$ cat src/hw/boot_loader_pkg.sv
`default_nettype none
package boot_loader_pkg;
  // Clock rate and start-up wait before rate measurement
  localparam int CLK_HZ = 20_000_000;
  localparam int STARTUP_STATES = 100;
  localparam int STARTUP_CYCLES = STARTUP_STATES;
  // Width of measurement and baud counters
  localparam int DIV_W = 16;
  // Low bits in a zero byte: start bit plus eight data bits
  localparam int LOW_BITS = 9;
  // Strap levels two, one, zero selecting serial boot
  localparam logic [2:0] BOOT_STRAPS = 3'h3;
  // Handshake bytes
  localparam logic [7:0] BYTE_ZERO = 8'h00;
  localparam logic [7:0] BYTE_SYNC = 8'h55;
  localparam logic [7:0] BYTE_ACK = 8'hAA;
  localparam logic [7:0] BYTE_FAIL = 8'hFF;
  // On-chip RAM map
  localparam logic [23:0] LOADER_RAM_BASE = 24'hFF8000;
  localparam logic [23:0] LOADER_RAM_TOP = 24'hFF87FF;
  localparam logic [23:0] PROG_RAM_BASE = 24'hFF8800;
  localparam logic [23:0] PROG_RAM_TOP = 24'hFFBFFF;
  // Register byte offsets
  localparam logic [7:0] REG_SERIAL_CTRL = 8'h00;
  localparam logic [7:0] REG_BAUD_DIV = 8'h04;
  localparam logic [7:0] REG_STATUS = 8'h08;
  localparam logic [7:0] REG_LENGTH = 8'h0C;
  localparam logic [7:0] REG_COUNT = 8'h10;
  // Field positions in serial_ctrl_reg and status
  localparam int CTRL_RX_ON_BIT = 0;
  localparam int CTRL_TX_ON_BIT = 1;
  localparam int STAT_BRANCH_BIT = 4;
  localparam int STAT_FAIL_BIT = 5;
  localparam int STAT_IRQ_BLOCK_BIT = 6;
  // Bus responses
  localparam logic [1:0] RESP_OKAY = 2'h0;
  localparam logic [1:0] RESP_DECERR = 2'h3;
  // Loader sequence
  typedef enum logic [3:0] {
    ST_STARTUP = 4'h0,
    ST_NOT_BOOT = 4'h1,
    ST_MEAS_IDLE = 4'h2,
    ST_MEAS_LOW = 4'h3,
    ST_SEND = 4'h4,
    ST_WAIT_SYNC = 4'h5,
    ST_LEN_HI = 4'h6,
    ST_LEN_LO = 4'h7,
    ST_DATA = 4'h8,
    ST_CHECK = 4'h9,
    ST_ERASE = 4'hA,
    ST_HALT = 4'hB,
    ST_BRANCHED = 4'hC
  } loader_state_t;
endpackage
`default_nettype wire

$ cat src/hw/serial_link_if.sv
`timescale 1ns/1ns
`default_nettype none
// Loader to serial receiver and transmitter
interface serial_link_if;
  import boot_loader_pkg::*;
  logic [DIV_W-1:0] div; // Clocks per bit
  logic rx_on; // Receiver enable
  logic tx_on; // Transmitter enable
  logic rx_line; // Synchronised receive line
  logic rx_valid; // One-cycle byte pulse
  logic [7:0] rx_data;
  logic tx_start; // One-cycle send pulse
  logic [7:0] tx_data;
  logic tx_busy; // Frame in flight
  modport loader (output div, rx_on, tx_on, rx_line, tx_start, tx_data,
    input rx_valid, rx_data, tx_busy);
  modport rx (input div, rx_on, rx_line, output rx_valid, rx_data);
  modport tx (input div, tx_on, tx_start, tx_data, output tx_busy);
endinterface
`default_nettype wire

$ cat src/hw/serial_boot_loader.sv
`timescale 1ns/1ns
`default_nettype none
module serial_boot_loader
  import boot_loader_pkg::*;
#(
  parameter int ADDR_W = 8
) (
  input wire logic aclk,
  input wire logic aresetn,
  input wire logic ce,
  input wire logic [ADDR_W-1:0] awaddr,
  input wire logic awvalid,
  output logic awready,
  input wire logic [31:0] wdata,
  input wire logic [3:0] wstrb,
  input wire logic wvalid,
  output logic wready,
  output logic [1:0] bresp,
  output logic bvalid,
  input wire logic bready,
  input wire logic [ADDR_W-1:0] araddr,
  input wire logic arvalid,
  output logic arready,
  output logic [31:0] rdata,
  output logic [1:0] rresp,
  output logic rvalid,
  input wire logic rready,
  input wire logic rxd_pin,
  output logic txd_pin,
  input wire logic [2:0] op_mode_pins,
  input wire logic watchdog_overflow,
  output logic flash_check_req,
  input wire logic flash_check_done,
  input wire logic flash_blank,
  output logic flash_erase_req,
  input wire logic flash_erase_done,
  input wire logic flash_erase_ok,
  output logic ram_we,
  output logic [23:0] ram_addr,
  output logic [7:0] ram_wdata,
  output logic branch_go,
  output logic irq_block
);
  // Whole module state
  typedef struct packed {
    loader_state_t state;
    loader_state_t ret; // State after a send
    logic [2:0] strap_s1; // Strap synchroniser
    logic [2:0] strap_s2;
    logic rx_s1; // Receive line synchroniser
    logic rx_s2;
    logic [DIV_W-1:0] cnt; // Start-up counter
    logic [3:0] pre; // Divide-by-nine prescaler
    logic [DIV_W-1:0] div; // baud_divisor_reg
    logic rx_on; // rx_on_flag
    logic tx_on; // tx_on_flag
    logic tx_start;
    logic [7:0] tx_data;
    logic sent;
    logic pend; // Received byte not yet used
    logic [7:0] pend_data;
    logic [15:0] len; // Program length
    logic [15:0] idx; // Bytes received
    logic ram_we;
    logic [23:0] ram_addr;
    logic [7:0] ram_wdata;
    logic check;
    logic erase;
    logic flash_ok;
    logic fail;
    logic branch;
    logic irq_block;
    logic awready;
    logic wready;
    logic aw_got;
    logic w_got;
    logic [ADDR_W-1:0] waddr;
    logic [31:0] wd;
    logic [3:0] ws;
    logic bvalid;
    logic [1:0] bresp;
    logic arready;
    logic rvalid;
    logic [31:0] rdata;
    logic [1:0] rresp;
  } loader_t;
  loader_t r;
  loader_t next_r;

  serial_link_if lk ();

  // Serial receiver on the synchronised line
  serial_rx u_rx (
    .aclk(aclk),
    .aresetn(aresetn),
    .ce(ce),
    .lk(lk.rx)
  );

  // Serial transmitter drives the pin from its own flop
  serial_tx u_tx (
    .aclk(aclk),
    .aresetn(aresetn),
    .ce(ce),
    .lk(lk.tx),
    .txd_pin(txd_pin)
  );

  assign lk.div = r.div;
  assign lk.rx_on = r.rx_on;
  assign lk.tx_on = r.tx_on;
  assign lk.rx_line = r.rx_s2;
  assign lk.tx_start = r.tx_start;
  assign lk.tx_data = r.tx_data;

  assign awready = r.awready;
  assign wready = r.wready;
  assign bvalid = r.bvalid;
  assign bresp = r.bresp;
  assign arready = r.arready;
  assign rvalid = r.rvalid;
  assign rdata = r.rdata;
  assign rresp = r.rresp;
  assign flash_check_req = r.check;
  assign flash_erase_req = r.erase;
  assign ram_we = r.ram_we;
  assign ram_addr = r.ram_addr;
  assign ram_wdata = r.ram_wdata;
  assign branch_go = r.branch;
  assign irq_block = r.irq_block;

  // Queue one byte for the transmitter, then go to ret
  function automatic loader_t go_send(loader_t s, logic [7:0] b,
                                      loader_state_t ret);
    s.state = ST_SEND;
    s.tx_data = b;
    s.ret = ret;
    s.sent = 1'b0;
    return s;
  endfunction

  // Register read mux
  function automatic logic [32:0] read_reg(loader_t s,
                                           logic [ADDR_W-1:0] a);
    logic [31:0] d;
    logic hit;
    d = '0;
    hit = 1'b1;
    case (a)
      ADDR_W'(REG_SERIAL_CTRL): begin
        d[CTRL_RX_ON_BIT] = s.rx_on;
        d[CTRL_TX_ON_BIT] = s.tx_on;
      end
      ADDR_W'(REG_BAUD_DIV): d[DIV_W-1:0] = s.div;
      ADDR_W'(REG_STATUS): begin
        d[3:0] = s.state;
        d[STAT_BRANCH_BIT] = s.branch;
        d[STAT_FAIL_BIT] = s.fail;
        d[STAT_IRQ_BLOCK_BIT] = s.irq_block;
      end
      ADDR_W'(REG_LENGTH): d[15:0] = s.len;
      ADDR_W'(REG_COUNT): d[15:0] = s.idx;
      default: hit = 1'b0;
    endcase
    return {hit, d};
  endfunction

  // Loader sequence, serial handshake and bus slave
  always_comb begin
    logic [32:0] rd;
    rd = '0;
    next_r = r;
    next_r.strap_s1 = op_mode_pins;
    next_r.strap_s2 = r.strap_s1;
    next_r.rx_s1 = rxd_pin;
    next_r.rx_s2 = r.rx_s1;
    next_r.tx_start = 1'b0;
    next_r.ram_we = 1'b0;
    // A new byte always lands, even while the old is taken
    if (lk.rx_valid) begin
      next_r.pend = 1'b1;
      next_r.pend_data = lk.rx_data;
    end
    case (r.state)
      ST_STARTUP: begin
        // Straps are sampled well after reset release
        if (r.cnt == DIV_W'(STARTUP_CYCLES - 1)) begin
          next_r.state = (r.strap_s2 == BOOT_STRAPS) ? ST_MEAS_IDLE
                                                     : ST_NOT_BOOT;
        end else begin
          next_r.cnt = r.cnt + 1'b1;
        end
      end
      ST_MEAS_IDLE: begin
        // Wait for a falling edge from an idle-high line
        if (!r.rx_s2) begin
          next_r.state = ST_MEAS_LOW;
          next_r.pre = 4'h1; // This first low clock counts as well
          next_r.div = '0;
        end
      end
      ST_MEAS_LOW: begin
        if (r.rx_s2) begin
          // A glitch gives no period; measure again
          if (r.div == '0) begin
            next_r.state = ST_MEAS_IDLE;
          end else begin
            next_r.tx_on = 1'b1;
            next_r = go_send(next_r, BYTE_ZERO, ST_WAIT_SYNC);
          end
        end else if (r.pre == 4'(LOW_BITS - 1)) begin
          // One divisor step per nine low clocks
          next_r.pre = '0;
          if (r.div != '1) begin
            next_r.div = r.div + 1'b1;
          end
        end else begin
          next_r.pre = r.pre + 1'b1;
        end
      end
      ST_SEND: begin
        if (!r.sent) begin
          next_r.tx_start = 1'b1;
          next_r.sent = 1'b1;
        end else if (!lk.tx_busy) begin
          next_r.state = r.ret;
          if (r.ret == ST_WAIT_SYNC) begin
            // Stale zero bytes before this point are dropped
            next_r.rx_on = 1'b1;
            next_r.pend = lk.rx_valid;
          end
          if (r.ret == ST_BRANCHED) begin
            next_r.rx_on = 1'b0;
            next_r.tx_on = 1'b0;
            next_r.branch = 1'b1;
          end
        end
      end
      ST_WAIT_SYNC: begin
        if (r.pend) begin
          next_r.pend = lk.rx_valid;
          if (r.pend_data == BYTE_SYNC) begin
            next_r = go_send(next_r, BYTE_ACK, ST_LEN_HI);
          end
        end
      end
      ST_LEN_HI: begin
        if (r.pend) begin
          next_r.pend = lk.rx_valid;
          next_r.len[15:8] = r.pend_data;
          next_r = go_send(next_r, r.pend_data, ST_LEN_LO);
        end
      end
      ST_LEN_LO: begin
        if (r.pend) begin
          next_r.pend = lk.rx_valid;
          next_r.len[7:0] = r.pend_data;
          next_r.idx = '0;
          next_r = go_send(next_r, r.pend_data,
                           ({r.len[15:8], r.pend_data} == '0) ? ST_CHECK
                                                              : ST_DATA);
        end
      end
      ST_DATA: begin
        if (r.pend) begin
          next_r.pend = lk.rx_valid;
          next_r.ram_addr = PROG_RAM_BASE + 24'(r.idx);
          next_r.ram_wdata = r.pend_data;
          // Bytes past the top are echoed, not stored
          next_r.ram_we = r.idx <= 16'(PROG_RAM_TOP - PROG_RAM_BASE);
          next_r.idx = r.idx + 1'b1;
          next_r = go_send(next_r, r.pend_data,
                           (r.idx + 1'b1 == r.len) ? ST_CHECK : ST_DATA);
        end
      end
      ST_CHECK: begin
        next_r.check = 1'b1;
        if (r.check && flash_check_done) begin
          next_r.check = 1'b0;
          if (flash_blank) begin
            next_r.flash_ok = 1'b1;
            next_r = go_send(next_r, BYTE_ACK, ST_BRANCHED);
          end else begin
            next_r.state = ST_ERASE;
            next_r.erase = 1'b1;
            next_r.irq_block = 1'b1;
          end
        end
      end
      ST_ERASE: begin
        if (flash_erase_done) begin
          next_r.erase = 1'b0;
          next_r.irq_block = 1'b0;
          if (flash_erase_ok) begin
            next_r.flash_ok = 1'b1;
            next_r = go_send(next_r, BYTE_ACK, ST_BRANCHED);
          end else begin
            next_r.fail = 1'b1;
            next_r = go_send(next_r, BYTE_FAIL, ST_HALT);
          end
        end
      end
      ST_NOT_BOOT, ST_HALT, ST_BRANCHED: begin
        // Rest here until the next reset
      end
      default: next_r.state = ST_HALT;
    endcase

    // Write channel: address and data in either order
    if (awvalid && r.awready) begin
      next_r.awready = 1'b0;
      next_r.aw_got = 1'b1;
      next_r.waddr = awaddr;
    end
    if (wvalid && r.wready) begin
      next_r.wready = 1'b0;
      next_r.w_got = 1'b1;
      next_r.wd = wdata;
      next_r.ws = wstrb;
    end
    if (r.aw_got && r.w_got) begin
      next_r.aw_got = 1'b0;
      next_r.w_got = 1'b0;
      next_r.bvalid = 1'b1;
      rd = read_reg(r, r.waddr);
      next_r.bresp = rd[32] ? RESP_OKAY : RESP_DECERR;
      // Serial setup belongs to the loader until it branches
      if (r.state == ST_BRANCHED) begin
        if (r.waddr == ADDR_W'(REG_SERIAL_CTRL) && r.ws[0]) begin
          next_r.rx_on = r.wd[CTRL_RX_ON_BIT];
          next_r.tx_on = r.wd[CTRL_TX_ON_BIT];
        end
        if (r.waddr == ADDR_W'(REG_BAUD_DIV)) begin
          if (r.ws[0]) begin
            next_r.div[7:0] = r.wd[7:0];
          end
          if (r.ws[1]) begin
            next_r.div[15:8] = r.wd[15:8];
          end
        end
      end
    end
    if (r.bvalid && bready) begin
      next_r.bvalid = 1'b0;
      next_r.awready = 1'b1;
      next_r.wready = 1'b1;
    end
    // Read channel: one outstanding read
    if (arvalid && r.arready) begin
      rd = read_reg(r, araddr);
      next_r.arready = 1'b0;
      next_r.rvalid = 1'b1;
      next_r.rdata = rd[31:0];
      next_r.rresp = rd[32] ? RESP_OKAY : RESP_DECERR;
    end
    if (r.rvalid && rready) begin
      next_r.rvalid = 1'b0;
      next_r.arready = 1'b1;
    end
  end

  // Watchdog overflow resets this loader state like the pin does; serial_rx and serial_tx reset on the pin only
  always_ff @(posedge aclk) begin
    if (!aresetn || watchdog_overflow) begin
      r <= '0;
      r.rx_s1 <= 1'b1;
      r.rx_s2 <= 1'b1;
      r.awready <= 1'b1;
      r.wready <= 1'b1;
      r.arready <= 1'b1;
    end else if (ce) begin
      r <= next_r;
    end
  end
endmodule // serial_boot_loader
`default_nettype wire

$ cat src/hw/serial_rx.sv
`timescale 1ns/1ns
`default_nettype none
// Asynchronous receiver, 8 data bits, 1 stop, no parity
module serial_rx
  import boot_loader_pkg::*;
(
  input wire logic aclk,
  input wire logic aresetn,
  input wire logic ce,
  serial_link_if.rx lk
);
  typedef struct packed {
    logic [1:0] ph; // 0 idle, 1 start, 2 data, 3 stop
    logic [DIV_W-1:0] cnt;
    logic [2:0] bitn;
    logic [7:0] shift;
    logic valid;
    logic [7:0] data;
  } rx_t;
  rx_t r;
  rx_t next_r;

  assign lk.rx_valid = r.valid;
  assign lk.rx_data = r.data;

  // Sample each bit mid-cell; bad stop bit drops the byte
  always_comb begin
    next_r = r;
    next_r.valid = 1'b0;
    case (r.ph)
      2'h0: begin
        if (lk.rx_on && !lk.rx_line) begin
          next_r.ph = 2'h1;
          next_r.cnt = lk.div >> 1;
        end
      end
      2'h1: begin
        if (r.cnt == '0) begin
          // False start if line is high again
          next_r.ph = lk.rx_line ? 2'h0 : 2'h2;
          next_r.cnt = lk.div - 1'b1;
          next_r.bitn = '0;
        end else begin
          next_r.cnt = r.cnt - 1'b1;
        end
      end
      2'h2: begin
        if (r.cnt == '0) begin
          next_r.shift = {lk.rx_line, r.shift[7:1]};
          next_r.cnt = lk.div - 1'b1;
          next_r.bitn = r.bitn + 1'b1;
          if (r.bitn == 3'h7) begin
            next_r.ph = 2'h3;
          end
        end else begin
          next_r.cnt = r.cnt - 1'b1;
        end
      end
      default: begin
        if (r.cnt == '0) begin
          next_r.ph = 2'h0;
          next_r.valid = lk.rx_line;
          next_r.data = r.shift;
        end else begin
          next_r.cnt = r.cnt - 1'b1;
        end
      end
    endcase
  end

  // State register
  always_ff @(posedge aclk) begin
    if (!aresetn) begin
      r <= '0;
    end else if (ce) begin
      r <= next_r;
    end
  end
endmodule // serial_rx
`default_nettype wire

$ cat src/hw/serial_tx.sv
`timescale 1ns/1ns
`default_nettype none
// Asynchronous transmitter, 8 data bits, 1 stop, no parity
module serial_tx
  import boot_loader_pkg::*;
(
  input wire logic aclk,
  input wire logic aresetn,
  input wire logic ce,
  serial_link_if.tx lk,
  output logic txd_pin
);
  typedef struct packed {
    logic busy;
    logic [DIV_W-1:0] cnt;
    logic [3:0] bitn;
    logic [9:0] shift;
    logic txd;
  } tx_t;
  tx_t r;
  tx_t next_r;

  // Start pulse counts as busy so the loader never misses it
  assign lk.tx_busy = r.busy | lk.tx_start;
  assign txd_pin = r.txd;

  // Start bit, eight data bits LSB first, one stop bit
  always_comb begin
    next_r = r;
    if (!r.busy) begin
      next_r.txd = 1'b1;
      if (lk.tx_on && lk.tx_start) begin
        next_r.busy = 1'b1;
        next_r.txd = 1'b0;
        next_r.shift = {2'h3, lk.tx_data};
        next_r.cnt = lk.div - 1'b1;
        next_r.bitn = '0;
      end
    end else if (r.cnt != '0) begin
      next_r.cnt = r.cnt - 1'b1;
    end else if (r.bitn == 4'h9) begin
      next_r.busy = 1'b0; // Stop bit done, line idles high
    end else begin
      next_r.txd = r.shift[0];
      next_r.shift = {1'b1, r.shift[9:1]};
      next_r.bitn = r.bitn + 1'b1;
      next_r.cnt = lk.div - 1'b1;
    end
  end

  // Line idles high from reset
  always_ff @(posedge aclk) begin
    if (!aresetn) begin
      r <= '0;
      r.txd <= 1'b1;
    end else if (ce) begin
      r <= next_r;
    end
  end
endmodule // serial_tx
`default_nettype wire

$ cat config.mk
export PLATFORM = sky130hd
export DESIGN_NAME = serial_boot_loader
export DESIGN_NICKNAME = d
export VERILOG_FILES = /design/src/hw/boot_loader_pkg.sv /design/src/hw/serial_link_if.sv /design/src/hw/serial_boot_loader.sv /design/src/hw/serial_rx.sv /design/src/hw/serial_tx.sv
export SDC_FILE = /design/constraint.sdc
export NUM_CORES = 1
export LEC_CHECK = 0
export ABC_AREA = 1
export BUFFER_PORTS_ARGS = -buffer_cell sky130_fd_sc_hd__buf_2
export CAP_MARGIN = 20
export CORE_ASPECT_RATIO = 2
export CORE_MARGIN = 1.5
export CORE_UTILIZATION = 37
export DETAILED_ROUTE_END_ITERATION = 10
export MAX_ROUTING_LAYER = met4
export REMOVE_ABC_BUFFERS = 1
export SYNTH_ARGS = -nofsm -noshare
export SYNTH_HDL_FRONTEND = slang
export SYNTH_SLANG_ARGS = --single-unit
$ cat constraint.sdc
create_clock -name aclk -period 1.8 [get_ports aclk]
set_input_delay 0.36 -clock aclk [delete_from_list [all_inputs] [get_ports aclk]]
set_output_delay 0.36 -clock aclk [all_outputs]
set_load 0.03 [all_outputs]
## Word level (Yosys, flattened, before mapping)

Index checks and enable logic that the tools add are counted.

| operators by class | value |
|---|---|
| $add $sub $neg | 10 |
| magnitude comparators | 1 |
| mux-type cells | 99 |
| reduce and logical (&&, ||, !) cells | 70 |
| shift-type cells | 0 |
| $mul | 0 |
| equal/unequal tests | 56 |
| divide/modulo/power cells | 0 |
| bitwise gates (word level) | 13 |

Operators with widths:

| kind | number |
|---|---|
| 231-bit two-way mux | 7 |
| 88-bit one-hot mux with 7 select lines | 1 |
| 77-bit one-hot mux with 7 select lines | 1 |
| 227-bit two-way mux | 1 |
| 226-bit two-way mux | 1 |
| 179-bit two-way mux | 1 |
| 20-bit one-hot mux with 8 select lines | 1 |
| 135-bit two-way mux | 1 |
| 16-bit one-hot mux with 8 select lines | 1 |
| 16-bit two-way mux | 7 |
| 32-bit two-way mux | 3 |
| 12-bit one-hot mux with 7 select lines | 1 |
| 20-bit two-way mux | 3 |
| 8-bit one-hot mux with 7 select lines | 1 |
| 18-bit two-way mux | 3 |
| 18-bit one-hot mux with 3 select lines | 1 |
| 16-bit by 1-bit adder with 16-bit output, second input constant | 3 |
| 16-bit logical NOT | 3 |
| 16-bit by 1-bit subtractor with 16-bit output, second input constant | 3 |
| 4-bit one-hot mux with 11 select lines | 1 |
| 10-bit AND reduction | 4 |
| 36-bit two-way mux | 1 |
| 2-bit != test, second input constant | 18 |
| 12-bit AND reduction | 3 |
| other kinds (59) | 179 |

| storage, ports and cells | value |
|---|---|
| RAM bits | 0 |
| bits in registers | 282 |
| memories kept | 0 |
| latch bits | 0 |
| memory bits (read-only) | 0 |

## Depth between registers and ports, before layout

Gate-level depths: netlist of run 1.

| depth | value |
|---|---|
| word-level depth | 9 |
| mapped depth | 15 |
| gate-level depth less buffers | 14 |

## By module

Synthesis of run 1 repeated with hierarchy kept, for this count alone.

| unflattened totals | value |
|---|---|
| cells, all modules | 2423 |
| area, all modules | 15638.7 um2 |

Modules (own cells, without submodules):

| module | cells an instance | sequential area each (um2) | area an instance (um2) | times used |
|---|---|---|---|---|
| serial_boot_loader | 1543 | 3763.6 | 10268.6 | 1 |
| serial_rx | 430 | 760.7 | 2690.1 | 1 |
| serial_tx | 450 | 640.6 | 2680.1 | 1 |

## Least setup slack after synthesis of run 1

Ideal clock, no wire load.

| path | value |
|---|---|
| kind | register to register |
| start point | register u_rx.r[20] in the netlist's numbering |
| end point | register u_rx.r[30] in the netlist's numbering |
| path slack | -0.065 ns |
| data arrival time | 1.737 ns |
| library setup time | 0.128 ns |
| stages on the path, launching flop included | 11 |
| required time | 1.672 ns |
| buffers on the path | 1 |
| path through | dfxtp_1 > inv_1 > ha_1 > nand3_1 > nor3_1 > nand3_1 > clkbuf_1 > o21ai_0 > nand3_1 > nand2_1 > a21oi_1 |

| on the way | value |
|---|---|
| longest elaborated chain between the ends | 3 |
| elaborated cells between the ends (all ways) | 7 |
| classes of those cells | 1 x add/sub; 1 x eq/ne; 3 x mux; 2 x reduce/logical |

Ends and longest elaborated chain:

| element | line | RTL |
|---|---|---|
| start: declaration | serial_rx.sv:20 | `rx_t r;` |
| start signal: assignment | serial_rx.sv:76 | `r <= next_r;` |
| 16-bit by 1-bit subtractor with 16-bit output or 16-bit logical NOT (tied branches) | - |  |
| 16-bit two-way mux, or another cell as far along | serial_rx.sv:60 | `if (r.cnt == '0) begin` |
| 18-bit one-hot mux with 3 select lines or 3-bit AND reduction (tied branches) | - |  |

Several ways; a longest one is shown, not always the timed one. The select of a mux whose other input is x is not followed.
A chain may end at the register's enable or synchronous reset.

## Worst setup path after layout of run 1

| path | value |
|---|---|
| start point | register r, in the netlist lk.div[1] |
| end point | register r, in the netlist lk.tx_data[5] |

| on the way | value |
|---|---|
| longest elaborated chain between the ends | 3 |

Ends and longest elaborated chain:

| element | line | RTL |
|---|---|---|
| start: declaration | serial_boot_loader.sv:87 | `loader_t r;` |
| start signal: assignment | serial_boot_loader.sv:372 | `r <= next_r;` |
| 16-bit logical NOT | serial_boot_loader.sv:205 | `if (r.div == '0) begin` |
| 2-bit != test (no source line) | - |  |
| 12-bit AND reduction (no source line) | - |  |

No other way between the ends.

==> results.tsv, run 1 <==
metric	value	unit
critical path required time	2.29	ns
RSZ-0062 raised after global routing	true	
hold depth	3	
Num CTS Buffers	26	
Critical Path Fanout Max	6	
Worst Reg-to-Reg Cells	14	
most frequent cells in the layout	nand2_1 (476), buf_4 (303), dfxtp_1 (235)	
clock sinks	258	
post-DR wirelength/cell	18.1	microns
Min Hold Slack	0.0560	ns
row count	103	
endpoints failing setup	39	
DR top layer	met4	
DRT Pass-1 Iters	6	
drt initial violations	946	
Die Y	286	microns
max-slew violations	0	
M1 wire length	19.0	mm
via density per instance	5.14	
setup TNS	-2.73	ns
ys async rst share	0	%
routed wl met2	30.8	mm
max-cap violation count	0	
top-level I/O count	148	
Hold Path Origin	rxd_pin	
Die ar.	0.0412	sq mm
die width	144	microns
post-cts hold buffer count	0	
Mapped Cells	2250	
reg-to-reg startpoint	lk.div[1]	
Worst Hold Path EP	r[216]	
f_max	509	MHz
Setup crit end kind	register	
clock latency on the worst-skew pair	0.56	ns
worst-case clock buffer depth	3	
fin crit share	109	%
core area	0.0394	sq mm
initial antenna violation count	1	
DRC	0	
commonest non-fill, non-tap cell in the layout	nand2_1	
H-tree depth	1	
number of global-route vias before repair	16253	
Core Util, Final	52.5	%
DPL Wire Length	44.2	mm
Mapped Area	0.0148	sq mm
worst reg-to-reg setup slack	-0.16	ns
Total GRT Usage	28.2	%
CTS tree	built	
max_slew headroom	63.2	%
PwrDens	610	mW/mm^2
VDD IR max	733	uV
Initial Util	37.5	%
sequential share of the synthesized area	35.0	%
clock transition at the registers of the reported paths	0.07	ns
largest net degree at the start of global routing	39	
via count	16216	
Least-Margin Pin Slew	0.551	ns
cell area after placement	0.0178	sq mm
Net count, final	2696	
met3 WL	1.75	mm
Setup CP Type	register to register	
Final ANT Viol Nets	0	
Clock Skew	0.0143	ns
Design Area, Final	0.0207	sq mm
layout cells sized above 1	33.0	%
Post-synth EDFFs	0	
Setup WS post-layout	-0.165	ns
GR Overflow Total	0	
Hold Vio Cnt, Final	0	
GPL Wtd Cong	0.982	
Yosys cell types	52	
first-pass GRT wire length	86.4	mm
reg2reg end	lk.tx_data[5]	
synthesis-stage register bit count	258	
final wirelength	57.2	mm
power after layout	12.6	mW
critical path arrival	2.46	ns
syn avg cell area	6.56	sq um
static leakage	8.94	nW
CP startpoint kind	register	
top_reg_cell synth	dfxtp_1	
Clock Tree Root	clkbuf_16	
HP Class	input pin to register	
outcome	complete, but fails checks	
YS warnings	0	
Layout area overhead	40.0	%
failing checks	setup timing	
FILL cells	3993	
Final min period	1.96	ns
Port Buffers	113	
worst max-delay path by stage:
stage          slack [ns]                  to        from
5_1_grt             -0.24       lk.tx_data[5]   lk.div[1]
6_report            -0.16       lk.tx_data[5]   lk.div[1]
4_1_cts             -0.20  u_rx.lk.rx_data[0]  u_rx.r[21]
3_5_place_dp        -0.48       lk.tx_data[6]   lk.div[1]
2_1_floorplan       -2.39              r[166]     aresetn
3_3_place_gp        -0.47       lk.tx_data[7]   lk.div[1]
critical path, cell delays in order (launching register included):
cell	delay, ns
dfxtp_4	0.37
inv_4	0.07
ha_4	0.13
inv_4	0.04
nor2_1	0.08
nand4_1	0.13
nor3_4	0.29
buf_6	0.18
nand2_4	0.06
nand3_4	0.08
nor2_4	0.06
buf_6	0.13
clkinv_8	0.08
nand2_4	0.05
a21oi_2	0.13
metal layers:
metal	vias to the layer above	track usage [%]
met5	-	-
met4	0	23.5
met1	7586	25.4
met3	206	2.34
li1	8031	-
met2	393	52.0
per-stage QoR:
stage               cells  setup WS [ns]
finish               3155         -0.165
global route         3155         -0.243
CTS                  3139         -0.198
detailed placement   3065         -0.479
global placement     3065         -0.473
floorplan            2098          -2.39
where the power goes:
part	internal, mW	leakage [nW]	switching, mW	total [mW]
sequential	5.72	2.09	0.0188	5.74
combinational	0.236	6.39	0.484	0.721
clock	3.63	0.455	2.52	6.15
cells in the mapped netlist, drive strengths merged (12+ instances only):
master | n | share of area, %
ha | 18 | 1.5
o21ai | 180 | 6.1
a21oi | 252 | 8.5
nor2 | 229 | 6.0
nand3 | 126 | 4.3
clkbuf | 63 | 1.6
a22oi | 12 | 0.61
nand2 | 535 | 14
xor2 | 40 | 2.4
o22ai | 17 | 0.72
dfxtp | 258 | 35
nand4 | 39 | 1.8
inv | 240 | 6.1
nor3 | 37 | 1.5
buf | 104 | 4.8
a211oi | 21 | 1.2
final cells by class:
cell class                 instances  area [sq um]  area share (%)
tap                              525           657            3.18
sequential                       258          5210            25.2
clock inverter                    18           265            1.28
inverter                         245          1000            4.83
multi-input combinational       1595          9100            44.0
timing repair inverter             2          15.0          0.0726
timing repair buffer             481          3750            18.1
clock buffer                      30           687            3.32
antenna                            1          2.50          0.0121
sequential cells by signal, indices dropped and copies added, names as in the netlist, 8 cells and up:
name	cells
ram_addr	18
lk.tx_data	8
lk.div	16
u_tx.r	31
rdata	16
ram_wdata	8
r	106
u_rx.r	29
u_rx.lk.rx_data	8
cells by family after synthesis:
family          count (synthesis)  synth area share, %
compound gates                517                 19.0
xor+xnor                       53                 3.42
fa+ha+maj                      18                 1.52
buf+inv                       412                 12.6
flops                         258                 35.0
other cells                     1               0.0254
simple gates                  991                 28.5
repair_timing:
| item | 4_1_cts | 5_1_grt |
|---|---|---|
| pin swaps | 63 | 85 |
| resized for setup | 204 | 248 |
| setup buffers | 26 | 15 |
| endpoints found under the setup margin | 124 | 173 |
| hold endpoints to repair | 0 | 0 |
| gates cloned | 3 | 4 |
(Power assumes the default switching activity.)
==> run 2, diff against run 1 <==
--- a/config.mk
+++ b/config.mk
@@ -11,6 +11,7 @@
 export CORE_ASPECT_RATIO = 2
 export CORE_MARGIN = 1.5
 export CORE_UTILIZATION = 37
+export CTS_BUF_LIST = sky130_fd_sc_hd__clkbuf_2 sky130_fd_sc_hd__clkbuf_4 sky130_fd_sc_hd__clkbuf_8
 export DETAILED_ROUTE_END_ITERATION = 10
 export MAX_ROUTING_LAYER = met4
 export REMOVE_ABC_BUFFERS = 1
==> results.tsv, run 2 (synthesis gave the netlist of run 1 again) <==
metric	value	unit	change
worst reg-to-reg setup slack	-0.15	ns	+0.02 ns
max FFs per register	106		unchanged
Num CTS Buffers	40		+54%
CP delay by family, top	simple AND/OR/NAND/NOR gates		
worst-case clock buffer depth	3		unchanged
cell mode on critical path	nor2_4		
power after layout	12.0	mW	-5.2%
H-tree depth	2		+1
largest net degree at the start of global routing	39		unchanged
DRT Pass-1 Iters	5		-1
Final ANT Viol Nets	0		unchanged
Setup crit end kind	register		
Setup WS pre-CTS	-0.479	ns	unchanged
top-level I/O count	148		unchanged
VDD IR max	527	uV	-28%
reg-to-reg startpoint	r[228]		
max-cap violation count	0		unchanged
Clock Tree Root	clkbuf_8		
Initial Util	37.5	%	unchanged
number of global-route vias before repair	16358		+0.65%
setup TNS	-2.80	ns	-0.0659 ns
Total GRT Usage	28.4	%	+0.18 points
critical path required time	2.25	ns	-0.04 ns
Core Util, Final	53.3	%	+0.82 points
post-DR wirelength/cell	18.2	microns	+0.39%
Port Buffers	113		unchanged
Worst Reg-to-Reg Cells	14		unchanged
Largest regs	r: 106 flops, u_tx.r: 31 flops, u_rx.r: 29 flops		
reg2reg end	lk.tx_data[4]		
placed cell count	3065		unchanged
fin crit share	108	%	-0.91 points
Design Area, Final	0.0210	sq mm	+1.6%
f_max	513	MHz	+0.84%
row count	103		unchanged
worst path buffer plus inverter count	5		unchanged
fin cells	3190		+1.1%
Layout area overhead	42.2	%	
RSZ-0062 raised after global routing	true		
core area	0.0394	sq mm	unchanged
CP startpoint kind	register		
DRC	0		unchanged
drt initial violations	933		-1.4%
PwrDens	569	mW/mm^2	-6.7%
clock transition at the registers of the reported paths	0.06	ns	about the same
critical path arrival	2.40	ns	-0.06 ns
final wirelength	58.1	mm	+1.5%
max_slew headroom	63.5	%	+0.25 points
Setup WS post-layout	-0.148	ns	+0.0164 ns
Die ar.	0.0412	sq mm	unchanged
Least-Margin Pin Slew	0.548	ns	-0.00373 ns
most frequent cells in the layout	nand2_1 (470), buf_4 (303), dfxtp_1 (233)		
DPL Wire Length	44.2	mm	unchanged
Final min period	1.95	ns	-0.0164 ns
Net count, final	2723		+1.0%
via count	16560		+2.1%
max-slew violations	0		unchanged
start point of the critical path	r[228]		
initial antenna violation count	2		+1
critical path depth in cells	14		unchanged
failing checks	setup timing		
CTS tree	built		
first-pass GRT wire length	86.6	mm	+0.23%
clock sinks	258		unchanged
static leakage	9.07	nW	+1.4%
slowest CP cell	dfxtp_4		
Top reg by flops	r		
HP Class	input pin to register		
die width	144	microns	unchanged
GR Overflow Total	0		unchanged
Setup CP Type	register to register		
outcome	complete, but fails checks		
GPL Wtd Cong	0.982		unchanged
commonest non-fill, non-tap cell in the layout	nand2_1		
Critical path destination	lk.tx_data[4]		
clock latency on the worst-skew pair	0.61	ns	+0.05 ns
CP peak stage delay	0.36	ns	about the same
crit path cell chain	buf_8 > nand2_4 > inv_6 > buf_12 > nor2_4 > nand2_2 > nand2_4 > nor2_4 > nand2_2 > inv_2 > nor2_4 > clkinvlp_4 > nand2_1 > a21oi_2		
Critical Path Fanout Max	5		-1
Hold Vio Cnt, Final	0		unchanged
Clock Skew	0.0582	ns	+0.0439 ns
Die Y	286	microns	unchanged
endpoints failing setup	45		+15%
cell area after placement	0.0178	sq mm	unchanged
via density per instance	5.19		+1.0%
Min Hold Slack	0.0290	ns	-0.0270 ns
layout cells sized above 1	35.1	%	+2.1 points
==> run 2: cell count changes in the layout (fill, tap and decap cells not counted), sizes merged <==
cell / delta
bufinv: -4
buf: +13
clkbuf: +26
dlygate4sd3: +1
diode: +1
inv: -2
==> run 2: layout make-up <==
class                      instances  area [sq um]
antenna                            2          5.00
clock buffer                      57           734
clock inverter                    12           121
fill                            3971         18400
inverter                         245          1000
multi-input combinational       1595          9350
sequential                       258          5220
tap                              525           657
timing repair buffer             494          3890
timing repair inverter             2          15.0
==> run 2: worst min-delay path, stage by stage <==
cell and delay [ns]:
buf_2 0.09, nand3_1 0.07, a21oi_1 0.06
==> run 2: worst min-delay path by stage <==
stage | start | to | slack [ns] | depth (start not counted)
2_1_floorplan | r[84] | r[84] | 0.42 | 2
3_3_place_gp | r[83] | r[83] | 0.43 | 2
3_5_place_dp | r[83] | r[83] | 0.44 | 2
4_1_cts | wdata[14] | r[57] | 0.004 | 3
5_1_grt | wdata[4] | r[47] | 0.04 | 3
6_report | wdata[12] | r[55] | 0.03 | 3
==> run 2: per-layer routing <==
| layer | share of wire, % | up-vias | global-route usage, % | wire, microns |
|---|---|---|---|---|
| met5 | 0 | - | - | 0 |
| met4 | 9.5 | 0 | 24.1 | 5540 |
| met3 | 3.2 | 243 | 2.53 | 1850 |
| met2 | 55 | 469 | 52.6 | 31700 |
| met1 | 33 | 7765 | 25.1 | 19000 |
| li1 | - | 8083 | - | - |
==> run 2: report_power, final <==
group | switching, mW | internal [mW] | total (mW)
clock network | 2.55 | 2.92 | 5.47
registers | 0.0187 | 5.72 | 5.74
logic | 0.494 | 0.246 | 0.740
total | 3.06 | 8.89 | 12.0
==> run 2: repair_timing <==
item,in CTS,in global routing
pin swaps,60,140
setup buffers,23,38
hold buffers,1,0
cloned,4,4
endpoints found under the hold margin,1,0
endpoints found under the setup margin,127,161
resized for setup,189,341
==> run 3, diff against run 2 <==
--- a/config.mk
+++ b/config.mk
@@ -5,7 +5,6 @@
 export SDC_FILE = /design/constraint.sdc
 export NUM_CORES = 1
 export LEC_CHECK = 0
-export ABC_AREA = 1
 export BUFFER_PORTS_ARGS = -buffer_cell sky130_fd_sc_hd__buf_2
 export CAP_MARGIN = 20
 export CORE_ASPECT_RATIO = 2
@@ -15,6 +14,8 @@
 export DETAILED_ROUTE_END_ITERATION = 10
 export MAX_ROUTING_LAYER = met4
 export REMOVE_ABC_BUFFERS = 1
+export SLEW_MARGIN = 20
 export SYNTH_ARGS = -nofsm -noshare
 export SYNTH_HDL_FRONTEND = slang
 export SYNTH_SLANG_ARGS = --single-unit
+export TNS_END_PERCENT = 20
==> results.tsv, run 3 <==
metric	value	unit	change
CP startpoint kind	register		
row count	101		-1.9%
layout cells sized above 1	36.6	%	+1.6 points
largest net degree at the start of global routing	43		+10%
drt initial violations	839		-10%
DRT Pass-1 Iters	7		+2
clock power share	45.0	%	-0.8 points
VDD IR max	391	uV	-26%
Final min period	2.32	ns	+0.372 ns
PwrDens	607	mW/mm^2	+6.6%
Die ar.	0.0399	sq mm	-3.2%
clock latency on the worst-skew pair	0.59	ns	-0.02 ns
setup TNS	-27.33	ns	-24.53 ns
top_reg_cell synth	dfxtp_1		
Switching Share	25.1	%	-0.52 points
ys async rst share	0	%	unchanged
critical path required time	2.22	ns	-0.03 ns
crit path cell chain	or3_4 > or4_4 > buf_6 > or4_4 > buf_6 > o211ai_1 > a21oi_1		
Net count, final	2373		-13%
Clock Tree Root	clkbuf_8		
Top reg by flops	r		
hold depth	3		unchanged
Worst Reg-to-Reg Cells	7		-7
Synth top cells by count	dfxtp_1 (258), nand2_1 (258), a21oi_1 (189)		
FILL cells	3609		-9.1%
YS warnings	0		unchanged
Port Buffers	113		unchanged
CP peak stage delay	0.50	ns	+0.14 ns
P_int	9.19	mW	+3.4%
ranking of synthesized cells by area	dfxtp_1 (36%), nand2_1 (6.8%), a21oi_1 (6.6%), nor2_1 (4.7%), buf_4 (3.6%)		
first-pass GRT wire length	83.8	mm	-3.1%
Least-Margin Pin Slew	1.06	ns	+0.511 ns
power after layout	12.3	mW	+2.7%
sw power	3.08	mW	+0.60%
sequential share of the synthesized area	36.1	%	+1.2 points
FF+latch area	0.00519	sq mm	-0.67%
multi-input combinational cell area	0.00887	sq mm	-5.2%
Die Y	281	microns	-1.6%
max-slew violations	0		unchanged
endpoints failing setup	123		+170%
Critical Path Fanout Max	7		+2
max-cap violation count	0		unchanged
reg2reg end	u_tx.r[21]		
core area	0.0380	sq mm	-3.5%
Setup CP Type	register to register		
HP Class	input pin to register		
clock transition at the registers of the reported paths	0.06	ns	about the same
worst reg-to-reg setup slack	-0.52	ns	-0.37 ns
final wirelength	55.2	mm	-5.1%
most frequent cells in the layout	buf_4 (419), nand2_1 (251), dfxtp_1 (243)		
max_slew headroom	28.8	%	-35 points
Setup crit end kind	register		
Initial Util	37.6	%	+0.13 points
Setup WS post-layout	-0.520	ns	-0.372 ns
outcome	complete, but fails checks		
f_max	431	MHz	-16%
GPL Wtd Cong	1.05		+7.1%
Clock Skew	0.0239	ns	-0.0343 ns
fin crit share	129	%	+21 points
slowest CP cell	or4_4		
Post-synth EDFFs	0		unchanged
Yosys cell types	87		+67%
Num CTS Buffers	40		unchanged
DPL Wire Length	41.7	mm	-5.7%
via count	15655		-5.5%
post-DR wirelength/cell	19.5	microns	+6.9%
top-level I/O count	148		unchanged
CTS tree	built		
Yosys top cell by area	dfxtp_1		
critical path arrival	2.74	ns	+0.34 ns
initial antenna violation count	2		unchanged
Mapped Cells	1844		-18%
syn avg cell area	7.75	sq um	+18%
die width	142	microns	-1.6%
max FFs per register	106		unchanged
Mapped Area	0.0143	sq mm	-3.2%
failing checks	setup timing		
reg-to-reg startpoint	u_tx.r[23]		
Final ANT Viol Nets	0		unchanged
sequential power share	47.0	%	-1.0 points
Yosys top cell area share	36.1	%	+1.2 points
worst-case clock buffer depth	3		unchanged
logic gate share of total power	8.0	%	+1.8 points
via density per instance	5.53		+6.4%
fin cells	2833		-11%
static leakage	8.17	nW	-9.9%
Worst Hold Path EP	r[40]		
Largest regs	r: 106 flops, u_tx.r: 31 flops, u_rx.r: 29 flops		
synthesis-stage register bit count	258		unchanged
number of global-route vias before repair	15582		-4.7%
Hold Vio Cnt, Final	0		unchanged
RSZ-0062 raised after global routing	true		
Hold Path Origin	wstrb[1]		
commonest non-fill, non-tap cell in the layout	buf_4		
worst path buffer plus inverter count	2		-3
Total GRT Usage	28.0	%	-0.41 points
Min Hold Slack	0.0219	ns	-0.00706 ns
GR Overflow Total	0		unchanged
clock sinks	258		unchanged
H-tree depth	2		unchanged
placed cell count	2722		-11%
DRC	0		unchanged
CP delay by family, top	simple AND/OR/NAND/NOR gates		
Layout area overhead	41.5	%	
run 3: changes by cell type after synthesis, moves of 35 or more:
cell,before,now
nand2_1,533,258
inv_1,195,35
o21ai_1,80,1
nand3_1,124,46
a21oi_1,252,189
clkbuf_1,63,123
nor2_1,222,178
inv_2,43,0
xnor2_1,10,45
run 3: repair_timing:
action	CTS	global route
endpoints found under the hold margin	10	0
hold buffers	10	0
gates resized for setup	91	178
buffers inserted	16	9
pin swaps	37	57
setup endpoints to repair	182	189
gates cloned	2	2
run 3: final cells by class:
cell class              instances  area share [%]
diodes                          3          0.0371
clock buffers                  60            3.83
clock inverters                11           0.544
inverters                      37           0.687
multi-input cells            1362            43.8
flip-flops and latches        258            25.7
well taps                     515            3.19
repair buffers                587            22.2
run 3: worst max-delay path by stage:
stage                            from          to  slack (ns)  cells past startpoint
detailed placement             r[127]      r[223]       -0.62                      7
global placement           u_tx.r[23]  u_tx.r[11]       -0.61                      7
finish                     u_tx.r[23]  u_tx.r[21]       -0.52                      7
CTS                        u_tx.r[23]  u_tx.r[21]       -0.51                      7
floorplan           watchdog_overflow  lk.div[11]       -2.23                      2
global route               u_tx.r[23]  u_tx.r[30]       -0.62                      7
run 3: worst reg2reg max path: cells and delay by family (launching register included):
kind            cells  cell delay, ns
flops               1            0.32
simple gates        3            1.32
buf+inv             2            0.30
compound gates      2            0.24
run 3: power groups by stage:
stage | clock (mW) | combinational [mW] | sequential (mW)
after detailed placement | 0 | 0.884 | 5.90
after CTS | 5.67 | 0.937 | 5.77
after floorplan | 0 | 0.349 | 5.92
after global routing | 5.90 | 1.05 | 5.77
final | 5.52 | 0.980 | 5.77
after global placement | 0 | 0.877 | 5.90
run 3: cells by family (layout without fill, tap and decap cells):
kind of cell	after synthesis	in the layout	share of synthesized area (%)
adder cells (fa/ha/maj)	19	19	1.65
buffers and inverters	239	695	8.24
AO/OA/AOI/OAI	491	491	22.4
XOR/XNOR	64	64	3.92
flip-flops	258	258	36.1
multiplexers	47	47	3.56
AND/OR/NAND/NOR	725	725	24.1
other	1	19	0.0262
run 3: through the flow:
step / worst slack [ns] / cell area (sq um) / util (%)
floorplan: -2.23 / 13300 / -
global placement: -0.611 / 17900 / 47.2
detailed placement: -0.621 / 17900 / 47.2
CTS: -0.512 / 19400 / 51.1
global route: -0.617 / 20200 / 53.2
finish: -0.520 / 20200 / 53.2
run 3: per-layer routing:
metal	part of all wire [%]	GRT usage [%]	vias to the layer above
li1	-	-	7401
met1	33	24.9	7451
met2	55	53.2	546
met3	3.4	2.79	257
met4	8.4	21.1	0
met5	0	-	-
